--- src/pkg/pcdc_regs.vh ---
`ifndef PCDC_REGS_VH
`define PCDC_REGS_VH
`define PCDC_BASE0 32'h000F5400
`define PCDC_BASE1 32'h000F5800
`define PCDC_OFS_DATA 32'h00000100
`define PCDC_OFS_CFG 32'h00000104
`define PCDC_OFS_STAT 32'h00000108
`define PCDC_OFS_COUNT 32'h0000010C
`define PCDC_CFG_THR_HI 7
`define PCDC_CFG_THR_LO 6
`define PCDC_CFG_TEN 5
`define PCDC_CFG_TB_HI 4
`define PCDC_CFG_TB_LO 3
`define PCDC_CFG_TRST 2
`define PCDC_CFG_FLUSH 1
`define PCDC_STAT_OVR 1
`define PCDC_STAT_NE 0
`define PCDC_CFG_RESET 5'h00
`define PCDC_TS_RESET 24'h000000
`define PCDC_THR_C0 5'h01
`define PCDC_THR_C1 5'h04
`define PCDC_THR_C2 5'h08
`define PCDC_THR_C3 5'h0E
`define PCDC_DIV_LAST0 6'h07
`define PCDC_DIV_LAST1 6'h0F
`define PCDC_DIV_LAST2 6'h1F
`define PCDC_DIV_LAST3 6'h3F
`endif

--- src/design/pcdc_capture.v ---
`timescale 1ns/10ps
`default_nettype none
`include "pcdc_regs.vh"

// plain synchronous fifo; a pop and a push may share a cycle even when full
module pcdc_fifo #(
   parameter W = 32,
   parameter AW = 4
) (
   input wire sys_clk, // system clock
   input wire rstn, // sync reset, active low
   input wire ce, // clock enable
   input wire flush, // empty the fifo
   input wire in_valid, // push request
   output wire in_ready, // room for a push
   input wire [W-1:0] in_data, // push data
   output wire out_valid, // entry available
   input wire out_ready, // pop request
   output wire [W-1:0] out_data, // oldest entry
   output wire [AW:0] fill // entries held
);
   localparam DEPTH = 1 << AW;
   localparam [AW:0] FULL_CNT = DEPTH[AW:0];
   reg [W-1:0] mem_q [0:DEPTH-1];
   reg [AW-1:0] wr_q;
   reg [AW-1:0] rd_q;
   reg [AW:0] cnt_q;
   wire push;
   wire pop;
   integer i;

   // a full fifo still takes a push if the oldest entry leaves at once
   assign in_ready = (cnt_q != FULL_CNT) | out_ready;
   assign out_valid = (cnt_q != {(AW+1){1'b0}});
   assign push = in_valid & in_ready;
   assign pop = out_valid & out_ready;
   assign out_data = mem_q[rd_q];
   assign fill = cnt_q;

   // pointers and count; flush outranks any push in the same cycle
   always @(posedge sys_clk) begin
      if (!rstn) begin
         wr_q <= {AW{1'b0}};
         rd_q <= {AW{1'b0}};
         cnt_q <= {(AW+1){1'b0}};
         for (i = 0; i < DEPTH; i = i + 1) begin
            mem_q[i] <= {W{1'b0}};
         end
      end else if (ce) begin
         if (flush) begin
            wr_q <= {AW{1'b0}};
            rd_q <= {AW{1'b0}};
            cnt_q <= {(AW+1){1'b0}};
         end else begin
            if (push) begin
               mem_q[wr_q] <= in_data;
               wr_q <= wr_q + 1'b1;
            end
            if (pop) begin
               rd_q <= rd_q + 1'b1;
            end
            if (push & !pop) begin
               cnt_q <= cnt_q + 1'b1;
            end else if (pop & !push) begin
               cnt_q <= cnt_q - 1'b1;
            end
         end
      end
   end
endmodule

// one capture port: host byte queue, timestamp timer, ec registers
module pcdc_chan #(
   parameter [31:0] BASE_ADDR = `PCDC_BASE0,
   parameter AW = 4
) (
   input wire sys_clk, // system clock
   input wire rstn, // sync reset, active low
   input wire ce, // clock enable
   input wire ring_tick, // one pulse per 48 MHz oscillator period
   input wire activate, // port enable
   input wire host_wr, // host data write strobe
   input wire [7:0] host_data, // host byte
   output wire [7:0] host_rdata, // host data read value
   input wire [31:0] reg_addr, // ec byte address
   input wire reg_wr, // ec write strobe
   input wire reg_rd, // ec read strobe
   input wire [31:0] reg_wdata, // ec write data
   output wire [31:0] reg_rdata, // ec read data
   output wire reg_ack, // access hit this port
   output wire fill_level_irq // fifo at or above threshold
);
   reg [4:0] cfg_q;
   reg [23:0] ts_q;
   reg [5:0] div_q;
   reg ovr_q;
   reg [31:0] rdata_q;
   reg ack_q;
   reg irq_q;
   wire hit_data;
   wire hit_cfg;
   wire hit_stat;
   wire hit_cnt;
   wire cfg_wr;
   wire flush;
   wire ts_clr;
   wire ts_load;
   wire tick;
   wire ec_pop;
   wire drop_old;
   wire out_valid;
   wire [31:0] out_data;
   wire [AW:0] fill;
   wire [1:0] thr_sel;
   wire [1:0] tb_sel;
   wire host_take;
   wire full;

   // irq fill level for a threshold code
   function [4:0] thr_level;
      input [1:0] code;
      begin
         case (code)
            2'h0: thr_level = `PCDC_THR_C0;
            2'h1: thr_level = `PCDC_THR_C1;
            2'h2: thr_level = `PCDC_THR_C2;
            default: thr_level = `PCDC_THR_C3;
         endcase
      end
   endfunction

   // last prescaler count for a timebase code
   function [5:0] div_last;
      input [1:0] code;
      begin
         case (code)
            2'h0: div_last = `PCDC_DIV_LAST0;
            2'h1: div_last = `PCDC_DIV_LAST1;
            2'h2: div_last = `PCDC_DIV_LAST2;
            default: div_last = `PCDC_DIV_LAST3;
         endcase
      end
   endfunction

   // full address match against this port's base
   assign hit_data = (reg_addr == BASE_ADDR + `PCDC_OFS_DATA);
   assign hit_cfg = (reg_addr == BASE_ADDR + `PCDC_OFS_CFG);
   assign hit_stat = (reg_addr == BASE_ADDR + `PCDC_OFS_STAT);
   assign hit_cnt = (reg_addr == BASE_ADDR + `PCDC_OFS_COUNT);

   assign thr_sel = cfg_q[4:3];
   assign tb_sel = cfg_q[1:0];
   assign cfg_wr = reg_wr & hit_cfg;
   // inactive port is held flushed and timer-cleared
   assign flush = !activate | (cfg_wr & reg_wdata[`PCDC_CFG_FLUSH]);
   assign ts_clr = !activate | (cfg_wr & reg_wdata[`PCDC_CFG_TRST])
      | (reg_wr & hit_cnt & (reg_wdata[31:8] == 24'h000000));
   assign ts_load = reg_wr & hit_cnt;
   assign tick = activate & ring_tick & (div_q >= div_last(tb_sel));

   // fifo feed; host writes are not claimed while inactive
   assign host_take = host_wr & activate;
   // taken from the count alone; the fifo's ready would loop back here
   assign full = fill[AW];
   assign drop_old = host_take & full;
   assign ec_pop = reg_rd & hit_data & out_valid;
   assign host_rdata = 8'h00;

   pcdc_fifo #(
      .W(32),
      .AW(AW)
   ) u_fifo (
      .sys_clk(sys_clk),
      .rstn(rstn),
      .ce(ce),
      .flush(flush),
      .in_valid(host_take),
      .in_ready(),
      .in_data({ts_q, host_data}),
      .out_valid(out_valid),
      .out_ready(ec_pop | drop_old),
      .out_data(out_data),
      .fill(fill)
   );

   // prescaler on oscillator ticks; stopped while inactive
   // wraps at or above the last count, so a slower-to-faster switch
   // does not run the prescaler all the way round
   always @(posedge sys_clk) begin
      if (!rstn) begin
         div_q <= 6'h00;
      end else if (ce) begin
         if (!activate) begin
            div_q <= 6'h00;
         end else if (ring_tick) begin
            div_q <= (div_q >= div_last(tb_sel)) ? 6'h00 : div_q + 6'h01;
         end
      end
   end

   // timestamp timer; clear outranks load outranks counting
   always @(posedge sys_clk) begin
      if (!rstn) begin
         ts_q <= `PCDC_TS_RESET;
      end else if (ce) begin
         if (ts_clr) begin
            ts_q <= `PCDC_TS_RESET;
         end else if (ts_load) begin
            ts_q <= reg_wdata[31:8];
         end else if (tick & cfg_q[2]) begin
            ts_q <= ts_q + 24'h000001;
         end
      end
   end

   // config keeps bits 7:3; strobe bits are never stored
   always @(posedge sys_clk) begin
      if (!rstn) begin
         cfg_q <= `PCDC_CFG_RESET;
      end else if (ce) begin
         if (cfg_wr) begin
            cfg_q <= reg_wdata[`PCDC_CFG_THR_HI:`PCDC_CFG_TB_LO];
         end
      end
   end

   // sticky overrun; cleared by flush, but a new overrun wins
   always @(posedge sys_clk) begin
      if (!rstn) begin
         ovr_q <= 1'b0;
      end else if (ce) begin
         if (drop_old) begin
            ovr_q <= 1'b1;
         end else if (flush) begin
            ovr_q <= 1'b0;
         end
      end
   end

   // registered read data and ack, one cycle after the strobe
   always @(posedge sys_clk) begin
      if (!rstn) begin
         rdata_q <= 32'h00000000;
         ack_q <= 1'b0;
      end else if (ce) begin
         ack_q <= (reg_rd | reg_wr) & (hit_data | hit_cfg | hit_stat | hit_cnt);
         if (reg_rd) begin
            if (hit_data) begin
               rdata_q <= out_valid ? out_data : 32'h00000000;
            end else if (hit_cfg) begin
               rdata_q <= {24'h000000, cfg_q, 3'h0};
            end else if (hit_stat) begin
               rdata_q <= {30'h00000000, ovr_q, out_valid};
            end else if (hit_cnt) begin
               rdata_q <= {ts_q, 8'h00};
            end else begin
               rdata_q <= 32'h00000000;
            end
         end else begin
            rdata_q <= 32'h00000000;
         end
      end
   end

   // irq only while the port is active
   always @(posedge sys_clk) begin
      if (!rstn) begin
         irq_q <= 1'b0;
      end else if (ce) begin
         irq_q <= activate & (fill >= thr_level(thr_sel));
      end
   end

   assign reg_rdata = rdata_q;
   assign reg_ack = ack_q;
   assign fill_level_irq = irq_q;
endmodule

// two independent ports on one ec register path
module pcdc_top (
   input wire sys_clk, // system clock, 200 MHz
   input wire rstn, // sync reset, active low
   input wire ce, // clock enable
   input wire ring_tick, // 48 MHz oscillator tick
   input wire activate0, // port 0 enable
   input wire host0_wr, // port 0 host write
   input wire [7:0] host0_data, // port 0 host byte
   output wire [7:0] host0_rdata, // port 0 host read value
   input wire activate1, // port 1 enable
   input wire host1_wr, // port 1 host write
   input wire [7:0] host1_data, // port 1 host byte
   output wire [7:0] host1_rdata, // port 1 host read value
   input wire [31:0] reg_addr, // ec byte address
   input wire reg_wr, // ec write strobe
   input wire reg_rd, // ec read strobe
   input wire [31:0] reg_wdata, // ec write data
   output wire [31:0] reg_rdata, // ec read data
   output wire reg_ack, // access hit a port
   output wire fill_level_irq0, // port 0 irq
   output wire fill_level_irq1 // port 1 irq
);
   wire [31:0] rdata0;
   wire [31:0] rdata1;
   wire ack0;
   wire ack1;

   pcdc_chan #(.BASE_ADDR(`PCDC_BASE0), .AW(4)) u_port0 (
      .sys_clk(sys_clk), .rstn(rstn), .ce(ce), .ring_tick(ring_tick),
      .activate(activate0), .host_wr(host0_wr), .host_data(host0_data),
      .host_rdata(host0_rdata), .reg_addr(reg_addr), .reg_wr(reg_wr),
      .reg_rd(reg_rd), .reg_wdata(reg_wdata), .reg_rdata(rdata0),
      .reg_ack(ack0), .fill_level_irq(fill_level_irq0)
   );

   pcdc_chan #(.BASE_ADDR(`PCDC_BASE1), .AW(4)) u_port1 (
      .sys_clk(sys_clk), .rstn(rstn), .ce(ce), .ring_tick(ring_tick),
      .activate(activate1), .host_wr(host1_wr), .host_data(host1_data),
      .host_rdata(host1_rdata), .reg_addr(reg_addr), .reg_wr(reg_wr),
      .reg_rd(reg_rd), .reg_wdata(reg_wdata), .reg_rdata(rdata1),
      .reg_ack(ack1), .fill_level_irq(fill_level_irq1)
   );

   // unhit port returns zero, so an or merges the answers
   assign reg_rdata = rdata0 | rdata1;
   assign reg_ack = ack0 | ack1;
endmodule
`default_nettype wire

--- config.mk ---
export PLATFORM = sky130hd
export DESIGN_NAME = pcdc_top
export DESIGN_NICKNAME = d
export VERILOG_FILES = /design/src/design/pcdc_capture.v
export VERILOG_INCLUDE_DIRS = /design/src /design/src/pkg
export SDC_FILE = /design/constraint.sdc
export NUM_CORES = 2
export LEC_CHECK = 0
export ABC_AREA = 1
export BUFFER_PORTS_ARGS = -buffer_cell sky130_fd_sc_hd__buf_4
export CAP_MARGIN = 20
export CORE_ASPECT_RATIO = 1.25
export CORE_MARGIN = 1.5
export CORE_UTILIZATION = 30
export DETAILED_ROUTE_END_ITERATION = 10
export HOLD_SLACK_MARGIN = 0.03
export PLACE_DENSITY = 0.4
export SETUP_SLACK_MARGIN = 0.1
export SLEW_MARGIN = 30
export SYNTH_ARGS = -nofsm -noshare
export SYNTH_HDL_FRONTEND = slang
export SYNTH_SLANG_ARGS = --single-unit
export TNS_END_PERCENT = 30
--- constraint.sdc ---
create_clock -name sys_clk -period 5.95 [get_ports sys_clk]
set_clock_uncertainty 0.15 [all_clocks]
set_input_delay 0.2975 -clock sys_clk [delete_from_list [all_inputs] [get_ports sys_clk]]
set_output_delay 0.2975 -clock sys_clk [all_outputs]
set_load 0.02 [all_outputs]
-- Word-level counts from Yosys, hierarchy flattened
Memories as Yosys holds them, arrays and structs flattened. A register that Yosys moved wholly into a read port is not among the register bits.
Index checks and enable logic that the tools add are counted.
- flip-flop bits (word level): 166
- bits in latches: 0
- memory bits (writable): 1024
- ROM bits: 0
- bits of input ports: 90
- output and inout bits: 51
- word-level logic and storage cells: 233
- memories kept: 2
- memory list (memory ; words ; width ; read ports ; clocked after Yosys merged registers in ; write ports ; line ; RTL):
    u_port0.u_fifo.mem_q ; 16 ; 32 ; 1 ; 1 ; 16 ; pcdc_capture.v:24 ; reg [W-1:0] mem_q [0:DEPTH-1];
    u_port1.u_fifo.mem_q ; 16 ; 32 ; 1 ; 1 ; 16 ; pcdc_capture.v:24 ;
- add/sub/neg operators: 12
- multiply operators: 0
- divide/modulo/power cells: 0
- order comparisons: 6
- equal/unequal tests: 20
- shifts and indexed selects: 0
- multiplexer cells: 79
- bitwise gates (word level): 55
- reduce and logical (&&, ||, !) cells: 39
- operators with widths (kind ; number):
    $mux W32 ; 14
    $eq A32 B20 Y1 const B ; 8
    $mux W24 ; 6
    $mux W6 ; 14
    $reduce_or A32 Y1 ; 2
    $mux W4 ; 14
    $mux W5 ; 10
    $add A24 B1 Y24 const B ; 2
    $and A1 B1 Y1 ; 36
    $pmux W6 S3 ; 2
    $or A32 B32 Y32 ; 1
    $reduce_and A2 Y1 ; 14
    $ge A6 B6 Y1 ; 4
    $logic_not A24 Y1 ; 1
    $pmux W4 S3 ; 2
    $or A1 B1 Y1 ; 18
    $mux W1 ; 17
    $add A4 B1 Y4 const B ; 4
    $add A6 B1 Y6 const B ; 2
    $reduce_bool A2 Y1 ; 6
    $reduce_bool A3 Y1 ; 4
    $add A5 B1 Y5 const B ; 2
    $ge A5 B5 Y1 ; 2
    $ne A5 B5 Y1 const B ; 2
    7 further kinds ; 24

-- Longest topological paths before layout
- depth in word-level cells: 13
- mapped depth: 17
- mapped depth without buffers: 17

-- Cells and area by module
From an unflattened synthesis, not the netlist that was laid out.
- cell total of the unflattened synthesis: 5937
- area total of the unflattened synthesis: 57476.4 um^2
- by module, submodules not included (module ; times used ; cells each ; area each (um^2) ; sequential area each (um^2)):
    pcdc_fifo (u_port0.u_fifo) ; 1 ; 2123 ; 23801.6 ; 15715.1
    pcdc_fifo (u_port1.u_fifo) ; 1 ; 2123 ; 23786.6 ; 15715.1
    pcdc_chan ; 2 ; 796 ; 4758.3 ; 1401.3
    pcdc_top ; 1 ; 99 ; 371.6 ; 0.0

-- Worst setup path after synthesis
Ideal clock, no wire load.
- path kind: in2reg
- start: input reg_addr[16]
- end: memory u_port0.u_fifo.mem_q[11][0], enable pin
- data arrival time: 2.205 ns
- required time: 5.411 ns
- slack: 3.205 ns
- stages: 13
- path through: nand2_1 -> inv_1 -> nand2_1 -> nor2_2 -> nand2_4 -> nor2_2 -> nand3_2 -> nand3_2 -> nor2_2 -> buf_6 -> nand4_4 -> buf_4 -> nand2_1
- RTL lines (item ; line ; RTL):
    start: declaration ; pcdc_capture.v:293 ; input wire [31:0] reg_addr,
    end: declaration ; pcdc_capture.v:24 ;

==> impl_metrics.toml <==
[sta]
setup_tns_ns = 0
slew_viol_final = 0
grt_setup_unrepaired = "no"
finalWorstSetupSlack_ns = 2.068
whs_ns = 0.09355
max_freq_mhz = 257.6
fin_crit_ns = 3.882
tightest_slew_ns = 1.013
finalHoldViolCount = 0
finalSetupViolCount = 0
fin_crit_sh = 0.6525
relSlewSlack = 0.3206

[clock_tree]
cts_resized = 0
clockBufferDepth = 3
cts_hold_buf = 71
clock-sinks = 1198
postCtsSetupBuffers = 0
clock_latency_ns = 0.80
root_buffer = "clkbuf_16"
cts_tree = "done"
path_clk_slew_ns = 0.06
htreeDepth = 4
numCtsBuffers = 138

[floorplan]
ioPinCount = 141
die-area_um2 = 190200
fp.dieH_um = 487.2
coreArea_um2 = 186300
start_util = 0.3021
die_w_um = 390.4
row_count = 177

[synth]
async_reset_ff_frac = 0
synth.avg_cell_area_um2 = 9.337
synthFlopType = "edfxtp_1"
synth_top_area_share = 0.5464
synth_top_cell_by_area = "edfxtp_1"
ys_types = 46
synth_cells = 6027
synth-seq-cells = 1198
netlist_area_um2 = 56270
ys_warn_count = 0
synth_edf_count = 1024
yosys-top-cells-area = "edfxtp_1 (55%), nor2_1 (12%), dfxtp_1 (6.2%)"
ys_seq_area_frac = 0.6084

[detailed_routing]
first_iter_violations = 3509
drc = 0
drt_wl_total_mm = 211.8
routedWlPerCell_um = 24.55
dr.pass1.iters = 6
antenna_left = 0
via_per_inst = 5.001
via_count = 43152

[min_path]
whs_path_depth = 8
hold_class = "primary input to register"

[global_route]
grt_overflow = 0
grt_max_degree = 155
grt_pass1_wl_mm = 301.3
grt_util_all_layers = 0.2192
grt_pass1_vias = 41650
antenna_found_initial = 14

[pwr]
ir_drop_mv = 0.2451
leakage_nw = 23.85
finalPower_mw = 18.60
power.density_nw_per_um2 = 290.6

[place]
placed_area_um2 = 59040
pre_cts_slack_ns = 1.680
dp_hpwl_mm = 130.8
gp_congestion = 0.8378
port_buffers = 123

[layout]
postLayoutCellArea_um2 = 64010
nets = 6144
drive_gt1_frac = 0.09121
syn2layout_area_growth_pct = 13.75

[setup_path]
cpMaxStageDelayCell = "nand2_2"
cpMostUsedCell = "buf_4"
worst_r2r_path_depth = 5
slowest_delay_ns = 0.68
arrival_ns = 4.19
startpoint_type = "primary input"
worstSetupEndpointType = "register"
critPathKind = "primary input to register"
crit_path_cell_trace = "dlygate4sd3_1 -> buf_4 -> inv_2 -> nor2_1 -> nand2_1 -> nor2_1 -> nand2_1 -> nor2_2 -> nand3_2 -> nand3_2 -> nor2_4 -> buf_4 -> nand4_4 -> nand2_2 -> buf_4"
worstPathMaxFanout = 33
required_ns = 6.25

[run]
maxCapViolations = 0

[run_status]
status = "completed"
worst max-delay path: cells and delay by family:
kind	cells	cell delay [ns]
buffers and inverters	5	1.55
AND/OR/NAND/NOR	10	2.28
sequential cells by signal, summed over array words and instances (netlist names), 4 cells and up, named ones only:
| signal | cells |
|---|---|
| u_port0.u_fifo.mem_q | 512 |
| u_port1.u_fifo.mem_q | 512 |
| u_port0.reg_rdata | 32 |
| u_port1.reg_rdata | 32 |
| u_port0.ts_q | 24 |
| u_port1.ts_q | 24 |
| u_port0.div_q | 6 |
| u_port1.div_q | 6 |
| u_port0.cfg_q | 5 |
| u_port0.u_fifo.fill | 5 |
| u_port1.cfg_q | 5 |
| u_port1.u_fifo.fill | 5 |
| u_port0.u_fifo.rd_q | 4 |
| u_port0.u_fifo.wr_q | 4 |
| u_port1.u_fifo.rd_q | 4 |
| u_port1.u_fifo.wr_q | 4 |
kinds of logic after synthesis:
kind of cell | after synthesis | synth area share
simple gates | 3189 | 0.2328
other cells | 1 | 0.00006664
compound gates | 888 | 0.08678
buf+inv | 664 | 0.05554
fa+ha+maj | 40 | 0.009161
xor+xnor | 47 | 0.007315
flops | 1198 | 0.6084
placed cells by master (no fill, tap or decap), types with 26 or more instances in the layout:
| cell type | instances |
|---|---|
| a21oi_1 | 60 |
| buf_4 | 209 |
| clkbuf_1 | 33 |
| clkbuf_16 | 139 |
| clkinv_1 | 69 |
| clkinv_2 | 26 |
| dfxtp_1 | 166 |
| dlygate4sd3_1 | 71 |
| edfxtp_1 | 1024 |
| ha_1 | 38 |
| inv_1 | 151 |
| nand2_1 | 835 |
| nand2_4 | 30 |
| nand3_1 | 356 |
| nor2_1 | 1836 |
| o211ai_1 | 79 |
| o21ai_0 | 560 |
| o21ai_1 | 35 |
| o22ai_1 | 120 |
| or2_2 | 39 |
| xor2_1 | 41 |
report_power, final:
group	internal (mW)	switching, mW	leakage [nW]
Combinational	0.201	0.730	9.79
Clock	4.58	3.64	2.07
Sequential	9.35	0.0958	12.0
area by class of cell:
type | count | area (µm²)
clock buffers | 176 | 3657
diodes | 5 | 12.51
flip-flops and latches | 1198 | 34260
repair buffers | 286 | 2401
well taps | 2506 | 3136
fillers | 19170 | 122200
clock inverters | 68 | 565.5
multi-input cells | 4180 | 19170
inverters | 210 | 807.0
metal layers:
layer / GRT usage / vias up / wire length, µm
met5: 0 / - / 71
met4: 0.07951 / 14 / 7697
met3: 0.03269 / 296 / 10370
met2: 0.3761 / 1094 / 104300
met1: 0.2787 / 21492 / 89440
li1: - / 20256 / -
synth_stat cells (60+ instances only):
| master | count |
|---|---|
| a21oi_1 | 60 |
| buf_2 | 68 |
| buf_4 | 118 |
| clkbuf_1 | 235 |
| dfxtp_1 | 174 |
| edfxtp_1 | 1024 |
| inv_1 | 155 |
| nand2_1 | 867 |
| nand3_1 | 357 |
| nor2_1 | 1836 |
| o211ai_1 | 79 |
| o21ai_0 | 560 |
| o22ai_1 | 120 |
worst paths after layout:
check	endpoint	start	slack [ns]
min reg2reg	u_port1.reg_rdata[3]$_SDFFE_PN0P_	u_port1.reg_rdata[3]$_SDFFE_PN0P_	0.31
max	u_port0.u_fifo.mem_q[6][13]$_SDFFCE_PN0P_	reg_addr[2]	2.07
min	u_port1.reg_ack$_SDFFE_PN0P_	reg_addr[22]	0.09
max reg2reg	u_port0.u_fifo.mem_q[6][13]$_SDFFCE_PN0P_	u_port0.u_fifo.wr_q[2]$_SDFFE_PN0P_	2.52
stage by stage:
step,util,instances
after floorplan,-,6042
after global placement,0.3164,8308
after detailed placement,0.3170,8308
after CTS,0.3435,8623
after global routing,0.3436,8625
final,0.3437,8629
(Power assumes the default switching activity.)
